## src/sysclk_div_map.svh

```systemverilog
// Register map, field positions and reset values for the clock dividers
`ifndef SYSCLK_DIV_MAP_SVH
`define SYSCLK_DIV_MAP_SVH

// Byte addresses on the register bus
`define CMD_OFS 32'h029A_0138
`define STAT_OFS 32'h029A_013C
`define CHG_OFS 32'h029A_0144
`define MEMIF_DIV_OFS 32'h029A_0160
`define SECOND_DIV_OFS 32'h029A_0164

// Field positions
`define DIV_ON_BIT 15
`define RATIO_MSB 4
`define CODE_MSB 2
`define GO_BIT 0
`define BUSY_BIT 0
`define MEMIF_FLAG_BIT 3
`define SECOND_FLAG_BIT 4

// Reset values
`define RATIO_RST 5'h03
`define ON_RST 1'b1
`define WORD_ZERO 32'h0000_0000

// Longest wait for a finished change, in clock cycles
`define GO_MAX_CYCLES 24

`endif

```

## src/sysclk_div_pkg.sv

```systemverilog
// Types shared by the clock divider block
package sysclk_div_pkg;

   // Settings of one divider as software programs them
   typedef struct packed {
      logic on;
      logic [4:0] ratio;
   } divider_cfg_type;

   // Flags for the two dividers, second divider high
   typedef struct packed {
      logic second;
      logic memif;
   } divider_pair_type;

   // Sequence of one ratio change operation
   typedef enum logic [1:0] {
      st_idle,
      st_wait,
      st_apply,
      st_done
   } go_state_type;

endpackage

```

## src/clock_tick_divider.sv

```systemverilog
// One programmable divider producing a one-cycle tick every N clocks
`timescale 1ns/1ns
`default_nettype none

module clock_tick_divider (
   // Clock and reset
   input wire logic pclk,
   input wire logic presetn,
   // Control
   input wire logic on,
   input wire logic [4:0] divisor,
   input wire logic restart,
   // Results
   output logic tick_r,
   output logic period_end
);

   logic [4:0] cnt_r; // Position inside the current period
   logic [4:0] last_w; // Final count of a period
   logic [4:0] cnt_nxt;

   assign last_w = divisor - 5'h01;
   assign period_end = on && (cnt_r == last_w);
   assign cnt_nxt = period_end ? 5'h00 : cnt_r + 5'h01;

   // Counter and tick; restart opens a fresh period for alignment
   always_ff @(posedge pclk or negedge presetn) begin
      if (!presetn) begin
         cnt_r <= 5'h00;
         tick_r <= 1'b0;
      end else if (restart || !on) begin
         cnt_r <= 5'h00;
         tick_r <= on;
      end else begin
         cnt_r <= cnt_nxt;
         tick_r <= period_end;
      end
   end
endmodule

`default_nettype wire

```

## src/sysclk_divider_go_control.sv

```systemverilog
// APB register block, two system clock dividers and the ratio change engine
//
// Register access over APB is this design's own decision.
`timescale 1ns/1ns
`default_nettype none
`include "sysclk_div_map.svh"

module sysclk_divider_go_control
   import sysclk_div_pkg::*;
(
   // Clock and reset
   input wire logic pclk,
   input wire logic presetn,
   // APB slave
   input wire logic psel,
   input wire logic penable,
   input wire logic pwrite,
   input wire logic [31:0] paddr,
   input wire logic [31:0] pwdata,
   output logic [31:0] prdata_r,
   output logic pready_r,
   output logic pslverr_r,
   // Divided clock ticks
   output logic memif_system_clock,
   output logic second_system_clock
);

   // Programmed settings and ratios in force
   divider_cfg_type memif_cfg_r; // Memif divider register
   divider_cfg_type second_cfg_r; // Second divider register
   logic [4:0] memif_act_r; // Ratio the memif divider runs at
   logic [4:0] second_act_r; // Ratio the second divider runs at
   logic cmd_r; // Sticky trigger bit
   logic busy_r; // Change in progress
   divider_pair_type chg_r; // Divider changed flags
   divider_pair_type chg_nxt;
   divider_pair_type applied_r; // Flags taken by the running change
   go_state_type state_r;
   go_state_type state_nxt;

   // Bus decode
   logic setup_w; // Access phase, answer not given yet
   logic acc_w; // Completing edge of a transfer
   logic wr_w;
   logic hit_cmd;
   logic hit_stat;
   logic hit_chg;
   logic hit_memif;
   logic hit_second;
   logic hit_any;
   logic [31:0] rdata_w;

   assign setup_w = psel && penable && !pready_r;
   assign acc_w = psel && penable && pready_r;
   assign wr_w = acc_w && pwrite;
   assign hit_cmd = (paddr == `CMD_OFS);
   assign hit_stat = (paddr == `STAT_OFS);
   assign hit_chg = (paddr == `CHG_OFS);
   assign hit_memif = (paddr == `MEMIF_DIV_OFS);
   assign hit_second = (paddr == `SECOND_DIV_OFS);
   assign hit_any = hit_cmd || hit_stat || hit_chg || hit_memif
      || hit_second;

   // Register write strobes
   logic wr_cmd;
   logic wr_memif;
   logic wr_second;
   logic go_start; // Launch request from software
   logic set_memif; // Ratio written differs from the held one
   logic set_second;

   assign wr_cmd = wr_w && hit_cmd;
   assign wr_memif = wr_w && hit_memif;
   assign wr_second = wr_w && hit_second;
   // A write of 1 launches even with the bit already set
   assign go_start = wr_cmd && pwdata[`GO_BIT];
   assign set_memif = wr_memif &&
      (pwdata[`RATIO_MSB:0] != memif_cfg_r.ratio);
   assign set_second = wr_second &&
      (pwdata[`RATIO_MSB:0] != second_cfg_r.ratio);

   // Read mux; fields outside the defined bits read zero
   logic [31:0] memif_rd_w;
   logic [31:0] second_rd_w;
   logic [31:0] chg_rd_w;

   always_comb begin
      memif_rd_w = `WORD_ZERO;
      memif_rd_w[`DIV_ON_BIT] = memif_cfg_r.on;
      memif_rd_w[`RATIO_MSB:0] = memif_cfg_r.ratio;
      second_rd_w = `WORD_ZERO;
      second_rd_w[`DIV_ON_BIT] = second_cfg_r.on;
      second_rd_w[`RATIO_MSB:0] = second_cfg_r.ratio;
      chg_rd_w = `WORD_ZERO;
      chg_rd_w[`MEMIF_FLAG_BIT] = chg_r.memif;
      chg_rd_w[`SECOND_FLAG_BIT] = chg_r.second;
   end

   assign rdata_w =
      hit_cmd ? {31'h0000_0000, cmd_r} :
      hit_stat ? {31'h0000_0000, busy_r} :
      hit_chg ? chg_rd_w :
      hit_memif ? memif_rd_w :
      hit_second ? second_rd_w : `WORD_ZERO;

   // Bus answer: one wait state, then ready for one cycle
   always_ff @(posedge pclk or negedge presetn) begin
      if (!presetn) begin
         pready_r <= 1'b0;
         prdata_r <= `WORD_ZERO;
         pslverr_r <= 1'b0;
      end else begin
         pready_r <= setup_w;
         // Data held through the ready cycle
         if (setup_w) begin
            prdata_r <= pwrite ? `WORD_ZERO : rdata_w;
            pslverr_r <= !hit_any;
         end else if (acc_w) begin
            prdata_r <= `WORD_ZERO;
            pslverr_r <= 1'b0;
         end
      end
   end

   // Divider registers; only on and ratio bits are stored
   always_ff @(posedge pclk or negedge presetn) begin
      if (!presetn) begin
         memif_cfg_r.on <= `ON_RST;
         memif_cfg_r.ratio <= `RATIO_RST;
         second_cfg_r.on <= `ON_RST;
         second_cfg_r.ratio <= `RATIO_RST;
      end else begin
         if (wr_memif) begin
            memif_cfg_r.on <= pwdata[`DIV_ON_BIT];
            memif_cfg_r.ratio <= pwdata[`RATIO_MSB:0];
         end
         if (wr_second) begin
            second_cfg_r.on <= pwdata[`DIV_ON_BIT];
            second_cfg_r.ratio <= pwdata[`RATIO_MSB:0];
         end
      end
   end

   // Trigger bit: 1 sets, 0 clears, nothing else moves it
   always_ff @(posedge pclk or negedge presetn) begin
      if (!presetn) begin
         cmd_r <= 1'b0;
      end else if (wr_cmd) begin
         cmd_r <= pwdata[`GO_BIT];
      end
   end

   // Change flags: a new write wins over the clear at the end
   always_comb begin
      chg_nxt = chg_r;
      if (state_r == st_done) begin
         chg_nxt = chg_r & ~applied_r;
      end
      if (set_memif) begin
         chg_nxt.memif = 1'b1;
      end
      if (set_second) begin
         chg_nxt.second = 1'b1;
      end
   end

   always_ff @(posedge pclk or negedge presetn) begin
      if (!presetn) begin
         chg_r <= '0;
      end else begin
         chg_r <= chg_nxt;
      end
   end

   // Change engine state decode
   logic memif_end_w; // Memif divider at a period boundary
   logic second_end_w;
   logic boundary_w; // Safe instant to switch ratios
   logic align_w; // Restart both dividers together

   // Switch on a memif period boundary so no short pulse is cut
   assign boundary_w = memif_end_w || !memif_cfg_r.on;
   assign align_w = (state_r == st_apply);

   always_comb begin
      state_nxt = state_r;
      unique case (state_r)
         // Launch only when no change is running
         st_idle: if (go_start) begin
            state_nxt = st_wait;
         end
         // Hold until the running period ends
         st_wait: if (boundary_w) begin
            state_nxt = st_apply;
         end
         st_apply: state_nxt = st_done;
         st_done: state_nxt = st_idle;
      endcase
   end

   // Sequencer, busy bit and ratio hand-over
   always_ff @(posedge pclk or negedge presetn) begin
      if (!presetn) begin
         state_r <= st_idle;
         busy_r <= 1'b0;
         applied_r <= '0;
         memif_act_r <= `RATIO_RST;
         second_act_r <= `RATIO_RST;
      end else begin
         state_r <= state_nxt;
         if (state_r == st_idle && go_start) begin
            busy_r <= 1'b1;
         end else if (state_r == st_done) begin
            busy_r <= 1'b0;
         end
         if (state_r == st_apply) begin
            // Only flagged dividers take their new ratio
            applied_r <= chg_r;
            if (chg_r.memif) begin
               memif_act_r <= memif_cfg_r.ratio;
            end
            if (chg_r.second) begin
               second_act_r <= second_cfg_r.ratio;
            end
         end
      end
   end

   // Divisors; reserved codes fold onto the low three bits
   logic [4:0] memif_div_w;
   logic [4:0] second_div_w;

   assign memif_div_w =
      {({1'b0, memif_act_r[`CODE_MSB:0]} + 4'h1), 1'b0};
   assign second_div_w =
      {1'b0, ({1'b0, second_act_r[`CODE_MSB:0]} + 4'h1)};

   // Memif divider; its enable is assumed never cleared by software
   clock_tick_divider memif_div_u (
      .pclk(pclk),
      .presetn(presetn),
      .on(memif_cfg_r.on),
      .divisor(memif_div_w),
      .restart(align_w),
      .tick_r(memif_system_clock),
      .period_end(memif_end_w)
   );

   // Second divider, restarted with the memif one for alignment
   clock_tick_divider second_div_u (
      .pclk(pclk),
      .presetn(presetn),
      .on(second_cfg_r.on),
      .divisor(second_div_w),
      .restart(align_w),
      .tick_r(second_system_clock),
      .period_end(second_end_w)
   );

   // Longest busy span after a launch, in clock cycles
   localparam int go_max_cycles = `GO_MAX_CYCLES;
endmodule

`default_nettype wire

```

## config.mk

```make
export PLATFORM = sky130hd
export DESIGN_NAME = sysclk_divider_go_control
export DESIGN_NICKNAME = d
export VERILOG_FILES = /design/src/sysclk_div_pkg.sv /design/src/clock_tick_divider.sv /design/src/sysclk_divider_go_control.sv
export VERILOG_INCLUDE_DIRS = /design/src
export SDC_FILE = /design/constraint.sdc
export NUM_CORES = 1
export LEC_CHECK = 0
export BUFFER_PORTS_ARGS = -buffer_cell sky130_fd_sc_hd__buf_2
export CORE_UTILIZATION = 42
export DETAILED_ROUTE_END_ITERATION = 8
export PLACE_DENSITY = 0.75
export REMOVE_ABC_BUFFERS = 1
export SKIP_LAST_GASP = 1
export SLEW_MARGIN = 10
export SYNTH_ARGS = -nofsm -noshare
export SYNTH_HDL_FRONTEND = slang
export SYNTH_SLANG_ARGS = --single-unit
export TNS_END_PERCENT = 1
```

## constraint.sdc

```tcl
create_clock -name pclk -period 3.15 [get_ports pclk]
set_clock_uncertainty 0.15 [all_clocks]
set_input_delay 0.945 -clock pclk [delete_from_list [all_inputs] [get_ports pclk]]
set_output_delay 0.945 -clock pclk [all_outputs]
set_load 0.02 [all_outputs]
```

==> impl_metrics.yaml <==
clock_tree:
  cts_resized: 0
  cts_num_sinks: 46
  clkLatencyLatePin_ns: 0.29
  clock-root-buffer: "clkbuf_8"
  clk_pin_slew_ns: 0.08
  post_cts_buffers: 0
  cts_tree: "done"
  hold_buffers: 0
  numCtsBuffers: 5
  cts_buffer_depth: 2
  cts.htree.levels: 2
place:
  hpwlAfterDp_um: 4040
  place_congestion: 0.799
  port_buffers: 52
  placedCellCount: 368
route:
  wl_per_cell_um: 13.6
  wirelength_um: 5110
  drtIter0Drc: 72
  ant_nets: 0
  firstDrtPassIters: 4
  drc_errors: 0
  vias: 1922
  viasPerCell: 5.11
yosys:
  synth.area.top_cells: "dfrtp_1 34%, dfstp_2 10%, buf_4 7.8%, mux2_1 5.2%, xor2_1 3.7%"
  synth_area_per_cell_um2: 10.8
  synth_top_family_by_area: "simple AND/OR/NAND/NOR gates"
  synth_compound_area_frac: 0.0636
  ys_warn_count: 0
  yosys.area_share.simple: 0.184
  ys_ff_latch: 46
  synth_cell_types: 48
  synth-adder-area-share: 0.0335
  synth_largest_area_cell: "dfrtp_1"
  synth_edf_count: 0
  yosys.area.top_type_share: 0.344
  synthFlopType: "dfrtp_1"
  muxShareOfSynthArea: 0.109
  ys_seq_area_frac: 0.445
  syn_area_mm2: 0.00262
  synth_cells: 242
  synthArstFlopShare: 1.00
  synth_xor_area_frac: 0.0703
timing:
  worst_pin_slew_ns: 0.594
  setup_viol: 0
  slew_headroom: 0.604
  timing.final.crit_period_ns: 2.53
  rsz0062_at_grt: "no"
  finalSetupTns_ns: 0
  finalHoldViolCount: 0
  min_period_over_period: 0.803
  timing.fmax_mhz: 395
  drv_slew: 0
layout:
  layout_commonest_cell: "buf_2"
  final_cell_mix: "52 x buf_2, 36 x dfrtp_1, 26 x conb_1"
  finalCoreUtilization: 0.499
  num_antenna_cells: 0
  fin_nets: 376
  fill_cells: 549
  layout.cells.non_filler: 376
  drive_gt1_frac: 0.286
  synthToLayoutAreaGrowth_pct: 13.7
floorplanning:
  core-area_mm2: 0.00596
  initial_core_util: 0.439
  die_y_um: 80.9
  die_w_um: 80.9
  die_area_mm2: 0.00655
  num_rows: 28
  ios: 105
global_route:
  first_global_vias: 1908
  use_met1: 0.204
  grt_max_degree: 26
  grt_overflow: 0
  grt_use_met2: 0.306
  met3_usage: 0.0382
  antenna_found_initial: 0
  grt_pass1_wl_um: 8670
  grt_busiest_layer: "met2"
  grt.total_usage: 0.173
pwr:
  power_uw: 1060
  leakagePower_uw: 0.00151
  p_per_area_mw_per_mm2: 356
  irDropWorstVdd_uv: 214
setup_path:
  cp.arrival_ns: 2.55
  critPathRequiredTime_ns: 3.18
  critPathMaxFanout: 7
  start_kind: "primary input"
  end_kind: "flip-flop"
  crit_type: "in2reg"
  reg2reg_depth: 6
job:
  cap_violations: 0
min_path:
  hp-class: "reg2reg"
  min_path_cells: 1
status:
  outcome: "completed"
-- where the power goes --
part / internal, uW / total, uW / switching [uW]
registers: 593 / 595 / 1.56
logic: 33.9 / 102 / 68.2
clock network: 177 / 362 / 185
-- metrics by stage --
stage          setup WS (ns)  hold slack [ns]  instance area [um2]
5_1_grt                0.476            0.352                 2970
6_report               0.621            0.334                 2970
3_5_place_dp           0.257            0.323                 2880
4_1_cts                0.581            0.341                 2970
3_3_place_gp           0.311            0.313                 2880
2_1_floorplan          0.599            0.296                 2500
-- cells in the mapped netlist (2+ instances only) --
cell type  count
dfrtp_1       36
buf_4         27
nand2_1       17
mux2_1        12
nor2_1        12
xor2_1        11
dfstp_2       10
inv_1         10
nor3_1        10
o21ai_0       10
xnor2_1       10
ha_1           7
mux2_2         7
mux2i_1        7
nand3_1        7
nand4_1        4
a22o_1         3
and4bb_1       3
or2_1          3
nand2b_1       2
nand3b_1       2
nor4_1         2
nor4b_2        2
o221ai_1       2
or3_1          2
or4_1          2
-- final cells by class --
class                   instances  area (um2)  area share
clock buffers                   7        86.3      0.0290
clock inverters                 1        5.00     0.00168
inverters                      10        37.5      0.0126
multi-input cells             183        1300       0.437
flip-flops and latches         46        1160       0.391
well taps                      75        93.8      0.0316
repair buffers                 54         288      0.0968
-- worst max-delay path, stage by stage --
cell	delay [ns]
buf_2	0.10
nor4_1	0.29
nand3_1	0.23
nor2_4	0.21
and4_1	0.42
mux2_1	0.37
-- registers in the layout (all words and copies together) (netlist names) --
signal,count
second_div_u.cnt_r,5
memif_div_u.cnt_r,5
second_act_r,3
state_r,2
pready_r,1
memif_div_u.tick_r,1
prdata_r,6
pslverr_r,1
cmd_r,1
memif_act_r,3
memif_cfg_r,6
chg_r,2
busy_r,1
second_cfg_r,6
applied_r,2
second_div_u.tick_r,1
-- metal layers --
layer	wire, um	part of all wire	vias to the layer above
met3	154	0.030	8
li1	-	-	921
met2	2640	0.52	36
met4	72	0.014	0
met5	0	0	-
met1	2240	0.44	957
-- path summary, 6_finish.rpt --
kind / startpoint / end / slack [ns]
setup / recovery: paddr[28] / second_cfg_r[2] / 0.62
hold / removal: cmd_r / cmd_r / 0.33
setup reg to reg: memif_act_r[0] / state_r[0] / 0.73
hold reg to reg: cmd_r / cmd_r / 0.33
max in group asynchronous: presetn / second_act_r[0] / 1.74
min in group asynchronous: presetn / state_r[1] / 0.50
-- logic make-up (layout without fill, tap and decap cells) --
logic type               Yosys count  after routing
other                              1             26
multiplexers                      26             26
AND/OR/NAND/NOR                   79             79
flip-flops                        46             46
buffers and inverters             38             72
adder cells (fa/ha/maj)            7              7
AO/OA/AOI/OAI                     24             24
XOR/XNOR                          21             21
Power figures use the tool's default switching activity.
